### config.mk
export PLATFORM = sky130hd
export DESIGN_NAME = dma_engine
export DESIGN_NICKNAME = d
export VERILOG_FILES = /design/src/logic/dma_pkg.sv /design/src/logic/dma_engine.sv /design/src/logic/dma_arbiter.sv /design/src/logic/dma_addr_step.sv
export SDC_FILE = /design/constraint.sdc
export NUM_CORES = 2
export LEC_CHECK = 0
export ABC_CLOCK_PERIOD_IN_PS = 8350
export BUFFER_PORTS_ARGS = -buffer_cell sky130_fd_sc_hd__buf_4
export CORE_UTILIZATION = 45
export DETAILED_ROUTE_END_ITERATION = 10
export PLACE_DENSITY = 0.68
export SYNTH_ARGS = -nofsm -noshare
export SYNTH_HDL_FRONTEND = slang
export SYNTH_HIERARCHICAL = 1
export SYNTH_SLANG_ARGS = --single-unit
### constraint.sdc
create_clock -name aclk -period 8.35 [get_ports aclk]
set_input_delay 0.835 -clock aclk [delete_from_list [all_inputs] [get_ports aclk]]
set_output_delay 0.835 -clock aclk [all_outputs]
set_load 0.03 [all_outputs]
### src/logic/dma_pkg.sv
// shared constants and carriers for the multi-channel dma engine
// assumes a 32-bit axi4-lite register bus and a 32-bit system bus port
package dma_pkg;

  localparam int NUM_CH    = 8;
  localparam int CNT_W     = 16;
  localparam int ADDR_W    = 32;
  localparam int DATA_W    = 32;

  // per channel register block, stride 16 bytes
  localparam logic [7:0] CH_STRIDE     = 8'h10;
  localparam logic [3:0] OFF_CTRL      = 4'h0;
  localparam logic [3:0] OFF_PBASE     = 4'h4;
  localparam logic [3:0] OFF_MBASE     = 4'h8;
  localparam logic [3:0] OFF_COUNT     = 4'hc;
  localparam logic [7:0] OFF_FLAGS     = 8'h80;
  localparam logic [7:0] OFF_FLAG_CLR  = 8'h84;

  localparam logic [15:0] CTRL_RESET   = 16'h0000;
  localparam logic [1:0]  RESP_OKAY    = 2'b00;
  localparam logic [1:0]  RESP_SLVERR  = 2'b10;

  // element widths: byte, half word, word
  localparam logic [1:0] SZ_BYTE = 2'b00;
  localparam logic [1:0] SZ_HALF = 2'b01;
  localparam logic [1:0] SZ_WORD = 2'b10;

  typedef struct packed {
    logic       sw_trigger;
    logic       memory_copy_mode;
    logic [1:0] priority_level;     // 11 very high .. 00 low
    logic [1:0] mem_elem_width;
    logic [1:0] periph_elem_width;
    logic       mem_addr_step_on;
    logic       periph_addr_step_on;
    logic       wrap_reload_mode;
    logic       to_periph;          // 1: memory to peripheral
    logic       unused3;
    logic       half_done_irq_on;
    logic       all_done_irq_on;
    logic       enable;
  } chan_ctrl_s;

  typedef struct packed {
    logic              valid;
    logic              write;
    logic [1:0]        size;
    logic [ADDR_W-1:0] addr;
    logic [DATA_W-1:0] wdata;
  } sys_req_s;

  typedef enum logic [1:0] {
    ST_IDLE  = 2'b00,
    ST_READ  = 2'b01,
    ST_WRITE = 2'b10,
    ST_ACK   = 2'b11
  } eng_state_e;

endpackage

### src/logic/dma_engine.sv
// multi-channel dma engine with axi4-lite registers and a system bus port
// assumes one clock, peripherals keep to the request/acknowledge handshake
//
// Design decisions made here: the placing of the registers and the AXI4-Lite register port.
`timescale 1ns/10ps
`default_nettype none
module dma_engine
  import dma_pkg::*;
#(
  parameter int N = NUM_CH
) (
  input  wire logic                aclk,
  input  wire logic                aresetn,
  input  wire logic [7:0]          s_axi_awaddr,
  input  wire logic                s_axi_awvalid,
  output logic                     s_axi_awready,
  input  wire logic [31:0]         s_axi_wdata,
  input  wire logic [3:0]          s_axi_wstrb,
  input  wire logic                s_axi_wvalid,
  output logic                     s_axi_wready,
  output logic [1:0]               s_axi_bresp,
  output logic                     s_axi_bvalid,
  input  wire logic                s_axi_bready,
  input  wire logic [7:0]          s_axi_araddr,
  input  wire logic                s_axi_arvalid,
  output logic                     s_axi_arready,
  output logic [31:0]              s_axi_rdata,
  output logic [1:0]               s_axi_rresp,
  output logic                     s_axi_rvalid,
  input  wire logic                s_axi_rready,
  input  wire logic [N-1:0]        periph_req,
  output logic      [N-1:0]        periph_ack,
  output sys_req_s                 sys_req,
  input  wire logic                sys_ready,
  input  wire logic [DATA_W-1:0]   sys_rdata,
  output logic      [N-1:0]        chan_irq
);

  localparam int CW = $clog2(N);

  chan_ctrl_s        ctrl_q   [N];
  logic [ADDR_W-1:0] pbase_q  [N];
  logic [ADDR_W-1:0] mbase_q  [N];
  logic [ADDR_W-1:0] pcur_q   [N];
  logic [ADDR_W-1:0] mcur_q   [N];
  logic [CNT_W-1:0]  prog_q   [N];
  logic [CNT_W-1:0]  rem_q    [N];
  logic [N-1:0]      half_q;
  logic [N-1:0]      done_q;

  eng_state_e        st_q;
  logic [CW-1:0]     ch_q;
  logic [DATA_W-1:0] data_q;

  // axi4-lite write side
  logic              aw_held_q;
  logic              w_held_q;
  logic [7:0]        awaddr_q;
  logic [31:0]       wdata_q;
  logic [3:0]        wstrb_q;
  logic              wr_fire;
  logic              wr_hit;
  logic [CW-1:0]     wr_ch;
  logic [3:0]        wr_off;
  logic [31:0]       wr_mask;

  assign s_axi_awready = !aw_held_q && !s_axi_bvalid;
  assign s_axi_wready  = !w_held_q && !s_axi_bvalid;
  assign wr_fire = aw_held_q && w_held_q && !s_axi_bvalid;
  assign wr_ch   = awaddr_q[4 +: CW];
  assign wr_off  = awaddr_q[3:0];
  assign wr_hit  = (awaddr_q < CH_STRIDE * N[7:0]) && (wr_off[1:0] == 2'b00);

  always_comb begin
    for (int b = 0; b < 4; b++) begin
      wr_mask[8*b +: 8] = {8{wstrb_q[b]}};
    end
  end

  always_ff @(posedge aclk) begin
    if (!aresetn) begin
      aw_held_q <= 1'b0;
      w_held_q  <= 1'b0;
      awaddr_q  <= 8'h00;
      wdata_q   <= 32'h0000_0000;
      wstrb_q   <= 4'h0;
    end else begin
      if (s_axi_awvalid && s_axi_awready) begin
        aw_held_q <= 1'b1;
        awaddr_q  <= s_axi_awaddr;
      end else if (wr_fire) begin
        aw_held_q <= 1'b0;
      end
      if (s_axi_wvalid && s_axi_wready) begin
        w_held_q <= 1'b1;
        wdata_q  <= s_axi_wdata;
        wstrb_q  <= s_axi_wstrb;
      end else if (wr_fire) begin
        w_held_q <= 1'b0;
      end
    end
  end

  always_ff @(posedge aclk) begin
    if (!aresetn) begin
      s_axi_bvalid <= 1'b0;
      s_axi_bresp  <= RESP_OKAY;
    end else if (wr_fire) begin
      s_axi_bvalid <= 1'b1;
      s_axi_bresp  <= (wr_hit || awaddr_q == OFF_FLAG_CLR) ? RESP_OKAY
                                                          : RESP_SLVERR;
    end else if (s_axi_bready) begin
      s_axi_bvalid <= 1'b0;
    end
  end

  // axi4-lite read side, one cycle from address to data
  logic [31:0] rd_word;
  logic        rd_hit;
  logic [CW-1:0] rd_ch;

  assign s_axi_arready = !s_axi_rvalid;
  assign rd_ch         = s_axi_araddr[4 +: CW];

  always_comb begin
    rd_word = 32'h0000_0000;
    rd_hit  = 1'b1;
    if (s_axi_araddr < CH_STRIDE * N[7:0]) begin
      unique case (s_axi_araddr[3:0])
        OFF_CTRL:  rd_word = {16'h0000, ctrl_q[rd_ch]};
        OFF_PBASE: rd_word = pbase_q[rd_ch];
        OFF_MBASE: rd_word = mbase_q[rd_ch];
        OFF_COUNT: rd_word = {16'h0000, rem_q[rd_ch]};
        default:   rd_hit  = 1'b0;
      endcase
    end else if (s_axi_araddr == OFF_FLAGS) begin
      rd_word = {16'h0000, half_q, done_q};
    end else begin
      rd_hit = 1'b0;
    end
  end

  always_ff @(posedge aclk) begin
    if (!aresetn) begin
      s_axi_rvalid <= 1'b0;
      s_axi_rdata  <= 32'h0000_0000;
      s_axi_rresp  <= RESP_OKAY;
    end else if (s_axi_arvalid && s_axi_arready) begin
      s_axi_rvalid <= 1'b1;
      s_axi_rdata  <= rd_word;
      s_axi_rresp  <= rd_hit ? RESP_OKAY : RESP_SLVERR;
    end else if (s_axi_rready) begin
      s_axi_rvalid <= 1'b0;
    end
  end

  // arbitration
  logic [N-1:0]   pending;
  logic [2*N-1:0] levels;
  logic           gnt_valid;
  logic [CW-1:0]  gnt_idx;

  for (genvar i = 0; i < N; i++) begin : g_pend
    assign pending[i] = ctrl_q[i].enable && (rem_q[i] != '0)
                     && (periph_req[i]
                     || ctrl_q[i].memory_copy_mode
                     || ctrl_q[i].sw_trigger);
    assign levels[2*i +: 2] = ctrl_q[i].priority_level;
    assign chan_irq[i] = (half_q[i] && ctrl_q[i].half_done_irq_on)
                      || (done_q[i] && ctrl_q[i].all_done_irq_on);
  end

  dma_arbiter #(.N(N)) u_arb (
    .pending     (pending),
    .levels      (levels),
    .grant_valid (gnt_valid),
    .grant_idx   (gnt_idx)
  );

  // current channel view
  chan_ctrl_s        cc;
  logic [ADDR_W-1:0] pnext;
  logic [ADDR_W-1:0] mnext;
  logic [CNT_W-1:0]  rem_dec;
  logic              xfer_done;
  logic [1:0]        src_size;

  assign cc        = ctrl_q[ch_q];
  assign rem_dec   = rem_q[ch_q] - 16'h0001;
  assign xfer_done = (st_q == ST_WRITE) && sys_ready;
  assign src_size  = cc.to_periph ? cc.mem_elem_width : cc.periph_elem_width;

  dma_addr_step u_pstep (
    .cur     (pcur_q[ch_q]),
    .step_on (cc.periph_addr_step_on),
    .size    (cc.periph_elem_width),
    .next    (pnext)
  );

  dma_addr_step u_mstep (
    .cur     (mcur_q[ch_q]),
    .step_on (cc.mem_addr_step_on),
    .size    (cc.mem_elem_width),
    .next    (mnext)
  );

  // system bus request, read from the source then write to the destination
  always_comb begin
    sys_req       = '0;
    sys_req.valid = (st_q == ST_READ) || (st_q == ST_WRITE);
    sys_req.write = (st_q == ST_WRITE);
    sys_req.wdata = data_q;
    if ((st_q == ST_READ) == cc.to_periph) begin
      sys_req.addr = mcur_q[ch_q];
      sys_req.size = cc.mem_elem_width;
    end else begin
      sys_req.addr = pcur_q[ch_q];
      sys_req.size = cc.periph_elem_width;
    end
  end

  // peripheral acknowledge stands from the access until request drops
  always_comb begin
    periph_ack = '0;
    if (st_q == ST_ACK) begin
      periph_ack[ch_q] = 1'b1;
    end
  end

  always_ff @(posedge aclk) begin
    if (!aresetn) begin
      st_q   <= ST_IDLE;
      ch_q   <= '0;
      data_q <= 32'h0000_0000;
    end else begin
      unique case (st_q)
        ST_IDLE: begin
          if (gnt_valid) begin
            ch_q <= gnt_idx;
            st_q <= ST_READ;
          end
        end
        ST_READ: begin
          if (sys_ready) begin
            // no packing: narrower source is zero extended
            unique case (src_size)
              SZ_BYTE: data_q <= {24'h000000, sys_rdata[7:0]};
              SZ_HALF: data_q <= {16'h0000, sys_rdata[15:0]};
              default: data_q <= sys_rdata;
            endcase
            st_q <= ST_WRITE;
          end
        end
        ST_WRITE: begin
          if (sys_ready) begin
            // soft and copy transfers have no peripheral to answer
            st_q <= (periph_req[ch_q] && !cc.memory_copy_mode
                     && !cc.sw_trigger) ? ST_ACK : ST_IDLE;
          end
        end
        ST_ACK: begin
          if (!periph_req[ch_q]) begin
            st_q <= ST_IDLE;
          end
        end
      endcase
    end
  end

  // channel registers, current addresses, counts
  always_ff @(posedge aclk) begin
    if (!aresetn) begin
      for (int i = 0; i < N; i++) begin
        ctrl_q[i]  <= CTRL_RESET;
        pbase_q[i] <= '0;
        mbase_q[i] <= '0;
        pcur_q[i]  <= '0;
        mcur_q[i]  <= '0;
        prog_q[i]  <= '0;
        rem_q[i]   <= '0;
      end
    end else begin
      if (xfer_done) begin
        if (rem_dec == '0 && cc.wrap_reload_mode) begin
          rem_q[ch_q]  <= prog_q[ch_q];
          pcur_q[ch_q] <= pbase_q[ch_q];
          mcur_q[ch_q] <= mbase_q[ch_q];
        end else begin
          rem_q[ch_q]  <= rem_dec;
          pcur_q[ch_q] <= pnext;
          mcur_q[ch_q] <= mnext;
        end
        ctrl_q[ch_q].sw_trigger <= 1'b0;
      end
      // a software write lands after the engine update, so it wins
      if (wr_fire && wr_hit) begin
        unique case (wr_off)
          OFF_CTRL: begin
            ctrl_q[wr_ch] <= (ctrl_q[wr_ch] & ~wr_mask[15:0])
                           | (wdata_q[15:0] & wr_mask[15:0]);
            if (!ctrl_q[wr_ch].enable && wdata_q[0] && wstrb_q[0]) begin
              pcur_q[wr_ch] <= pbase_q[wr_ch];
              mcur_q[wr_ch] <= mbase_q[wr_ch];
            end
          end
          OFF_PBASE: pbase_q[wr_ch] <= (pbase_q[wr_ch] & ~wr_mask)
                                     | (wdata_q & wr_mask);
          OFF_MBASE: mbase_q[wr_ch] <= (mbase_q[wr_ch] & ~wr_mask)
                                     | (wdata_q & wr_mask);
          OFF_COUNT: begin
            if (!ctrl_q[wr_ch].enable) begin
              prog_q[wr_ch] <= wdata_q[CNT_W-1:0];
              rem_q[wr_ch]  <= wdata_q[CNT_W-1:0];
            end
          end
          default: ;
        endcase
      end
    end
  end

  // event flags, a hardware set beats a same-cycle software clear
  logic [N-1:0] clr;
  logic [N-1:0] set_half;
  logic [N-1:0] set_done;

  always_comb begin
    clr      = '0;
    set_half = '0;
    set_done = '0;
    if (wr_fire && awaddr_q == OFF_FLAG_CLR) begin
      clr = wdata_q[N-1:0] | wdata_q[N +: N];
    end
    if (xfer_done) begin
      set_half[ch_q] = (rem_dec == (prog_q[ch_q] >> 1));
      set_done[ch_q] = (rem_dec == '0);
    end
  end

  always_ff @(posedge aclk) begin
    if (!aresetn) begin
      half_q <= '0;
      done_q <= '0;
    end else begin
      half_q <= (half_q & ~clr) | set_half;
      done_q <= (done_q & ~clr) | set_done;
    end
  end

endmodule
`default_nettype wire

### src/logic/dma_arbiter.sv
// two-stage channel arbiter: software level first, then lower index
// assumes pending and levels are stable while the engine samples them
`timescale 1ns/10ps
`default_nettype none
module dma_arbiter
  import dma_pkg::*;
#(
  parameter int N = NUM_CH
) (
  input  wire logic [N-1:0]     pending,
  input  wire logic [2*N-1:0]   levels,
  output logic                  grant_valid,
  output logic [$clog2(N)-1:0]  grant_idx
);

  always_comb begin
    logic [1:0] best;
    best        = 2'b00;
    grant_valid = 1'b0;
    grant_idx   = '0;
    // walking downward with >= lets the lower index win a tie
    for (int i = N - 1; i >= 0; i--) begin
      if (pending[i] && (!grant_valid || levels[2*i +: 2] >= best)) begin
        grant_valid = 1'b1;
        grant_idx   = i[$clog2(N)-1:0];
        best        = levels[2*i +: 2];
      end
    end
  end

endmodule
`default_nettype wire

### src/logic/dma_addr_step.sv
// next address of one side: post-increment by the element width
// assumes size codes byte, half word or word only
`timescale 1ns/10ps
`default_nettype none
module dma_addr_step
  import dma_pkg::*;
(
  input  wire logic [ADDR_W-1:0] cur,
  input  wire logic              step_on,
  input  wire logic [1:0]        size,
  output logic      [ADDR_W-1:0] next
);

  logic [ADDR_W-1:0] inc;

  always_comb begin
    unique case (size)
      SZ_BYTE: inc = 32'h0000_0001;
      SZ_HALF: inc = 32'h0000_0002;
      SZ_WORD: inc = 32'h0000_0004;
      default: inc = 32'h0000_0004;
    endcase
    next = step_on ? cur + inc : cur;
  end

endmodule
`default_nettype wire

==> flow_summary.toml <==
[drt]
drtPass1Iterations = 10
wl_um = 318000
post_drt_via_cell_ratio = 7.12
via_count = 61400
wire_per_inst_um = 36.9
drcViolationCount = 4
antenna_left = 0
drt_first_iter_violations = 10400

[die]
start_util_pct = 45.2
rows = 157
dieArea_um2 = 186000
num_io_pins = 225
die_y_um = 431
coreArea_um2 = 183000
die_w_um = 431

[clocking]
clkLatencyLatePin_ns = 0.84
cts_inserted_buffers = 166
cts.sinks = 1549
htree_levels = 4
cts_buffer_depth = 3
cts.reportedPaths.clkPinSlew_ns = 0.06
cts_tree = "done"
postCtsHoldBufs = 0
root_buffer = "clkbuf_16"

[finish]
final_nets = 6133
area_growth_pct = 13.0
final_cells = 8620
drive_above_1_share_pct = 28.4

[yosys]
synth_top_area_cell = "edfxtp_1"
synthAdderAreaFrac_pct = 0.442
synthTopCellsByArea = "edfxtp_1 (51%), mux4_2 (19%), o22ai_1 (4.1%)"
synth_compound_gate_area_share_pct = 8.19
syn_area_um2 = 82700
yosysWarnings = 6
synth-edff-count = 1408
synthXorXnorAreaFrac_pct = 0.913
yosys.area_share.simple_pct = 8.20
synth_top_family_by_area = "multiplexers"
synth_seq_cells = 1549
yosysSeqAreaShare_pct = 54.5
synth.area.mux_share_pct = 24.9
synth_cells = 5895
synth_top_cell_area_share_pct = 51.1
syn_area_per_cell_um2 = 14.0
synth_flop_cell = "edfxtp_1"
async_flop_share_pct = 0
synth_cell_type_count = 85

[power_and_ir_drop]
p_total_mw = 22.3
ir_drop_uv = 203
power_density_nw_per_um2 = 239
leakage_nw = 32.7

[sta]
hold_slack_ns = 0.244
layout_setup_ws_ns = -0.122
fin_skew_ns = 0.0491
report.final.slew_viol_count = 0
relSlewSlack_pct = 5.91
fin_crit_ns = 8.47
finalHoldViolCount = 0
fmax_ghz = 0.118
period_share_pct = 101
setup-tns-final_ns = -0.533
tightest_slew_ns = 1.41
grt_setup_unrepaired = "true"
setup_viol = 6

[critical_path]
endpoint_kind = "flop"
crit_type = "flop to flop"
cp_max_fo = 6
critPathMaxStageDelay_ns = 0.40
crit_arrival_ns = 9.21
crit_top_cell = "ha_1"
cp_slowest_cell = "edfxtp_1"
crit_required_ns = 9.09
start_kind = "flop"

[place]
dp_hpwl_um = 190000
io_buffers = 222
place.gp.congestion = 0.967
dp.cells = 8278

[grt]
grt_pass1_wl_um = 442000
grt_start_max_net_pins = 130
grt_overflow = 0
grt_use_total_pct = 33.6
antenna_found_initial = 22
grt_pass1_vias = 59600

[min_path]
hp-class = "input port to flop"

[run_status]
status = "finished with violations"
failed_checks = "design-rule violations, negative setup slack"

[job]
cap_viol_max_count = 0
## cells in the mapped netlist, types with 18 or more instances
cell type	number
a21boi_0	75
a21oi_1	19
a22oi_1	26
and3_1	149
buf_1	81
clkbuf_1	403
dfxtp_1	141
edfxtp_1	1408
ha_1	26
inv_1	95
mux2_2	209
mux2i_1	238
mux4_2	702
nand2_1	274
nand2b_1	46
nand3_1	86
nand4_1	32
nor2_1	703
nor2b_1	40
nor3_1	19
nor4_1	40
o211a_1	18
o211ai_1	25
o21ai_1	80
o21bai_1	124
o22ai_1	548
xnor2_1	61
xor2_1	20
## placed cells by master, fill, tap and decap left out, drive strengths merged, types with 76 or more instances in the layout
master,n
edfxtp,1408
nor2,703
mux4,702
o22ai,548
buf,451
nand2,274
mux2i,240
clkbuf,219
mux2,209
and3,151
dfxtp,141
o21bai,124
inv,100
o21ai,95
nand3,86
a21boi,76
## final timing paths
| kind | from | to | slack (ns) | cells after the start |
|---|---|---|---|---|
| setup / recovery | rem_q[7][5]$_DFFE_PP_ | flop | -0.12 | 49 |
| hold / removal | s_axi_arvalid | s_axi_rvalid$_SDFFE_PN0P_ | 0.24 | 2 |
| setup reg to reg | rem_q[7][5]$_DFFE_PP_ | flop | -0.12 | 49 |
| hold reg to reg | wdata_q[20]$_SDFFE_PN0P_ | wdata_q[20]$_SDFFE_PN0P_ | 0.46 | 2 |
## repair_timing
action,in CTS,in global routing
gates resized for setup,22,11
setup endpoints to repair,6,6
pin swaps,13,11
buffers inserted,12,11
## where the power goes
part | total [mW] | leakage (nW) | switching [mW] | internal [mW]
registers | 9.04 | 15.7 | 0.275 | 8.77
clock network | 7.39 | 2.61 | 3.26 | 4.13
logic | 5.90 | 14.4 | 3.73 | 2.18
total | 22.3 | 32.7 | 7.26 | 15.1
## layer usage
| metal | GRT usage (%) | up-vias | part of all wire, % |
|---|---|---|---|
| li1 | - | 23800 | - |
| met5 | 0 | - | 0.034 |
| met3 | 11.2 | 1160 | 15 |
| met1 | 42.0 | 30600 | 33 |
| met4 | 21.6 | 14 | 7.6 |
| met2 | 50.3 | 5724 | 44 |
## final cells by class
type | instances | area (um2)
clock buffer | 218 | 4540
timing repair buffer | 452 | 3570
antenna | 13 | 32.5
multi-input combinational | 3741 | 36000
clock inverter | 88 | 817
inverter | 95 | 357
tap | 2464 | 3080
sequential | 1549 | 45100
fill | 15400 | 89400
## cells by family after synthesis
family                     after synthesis
DFF                                   1549
xor gates and xnor gates                83
other                                    1
adders and majority gates               28
buffers and inverters                  606
muxes                                 1151
AOI/OAI and AO/OA                     1006
and+or+nand+nor                       1471
## flip-flops by register name, summed over array words and instances, names as in the netlist, 4 cells and up, named ones only
signal       count
half_q           8
rem_q          128
ctrl_q         128
mcur_q         256
s_axi_rdata     32
done_q           8
wstrb_q          4
pbase_q        256
mbase_q        256
data_q          32
prog_q         128
pcur_q         256
wdata_q         32
awaddr_q         8
## through the flow
stage	area, um2	setup WS [ns]	util (%)
after floorplan	82800	0.0287	-
after global placement	87800	-0.429	48.0
after detailed placement	87800	-0.418	48.0
after CTS	93400	-0.119	51.0
after global routing	93500	-0.648	51.1
final	93500	-0.122	51.1
## critical path: cells and delay by family (launching register included)
family	cells	cell delay [ns]
AOI/OAI and AO/OA	18	2.59
buffers and inverters	6	0.73
DFF	1	0.40
muxes	2	0.47
and+or+nand+nor	16	2.37
adders and majority gates	7	1.80
(Power assumes the default switching activity.)
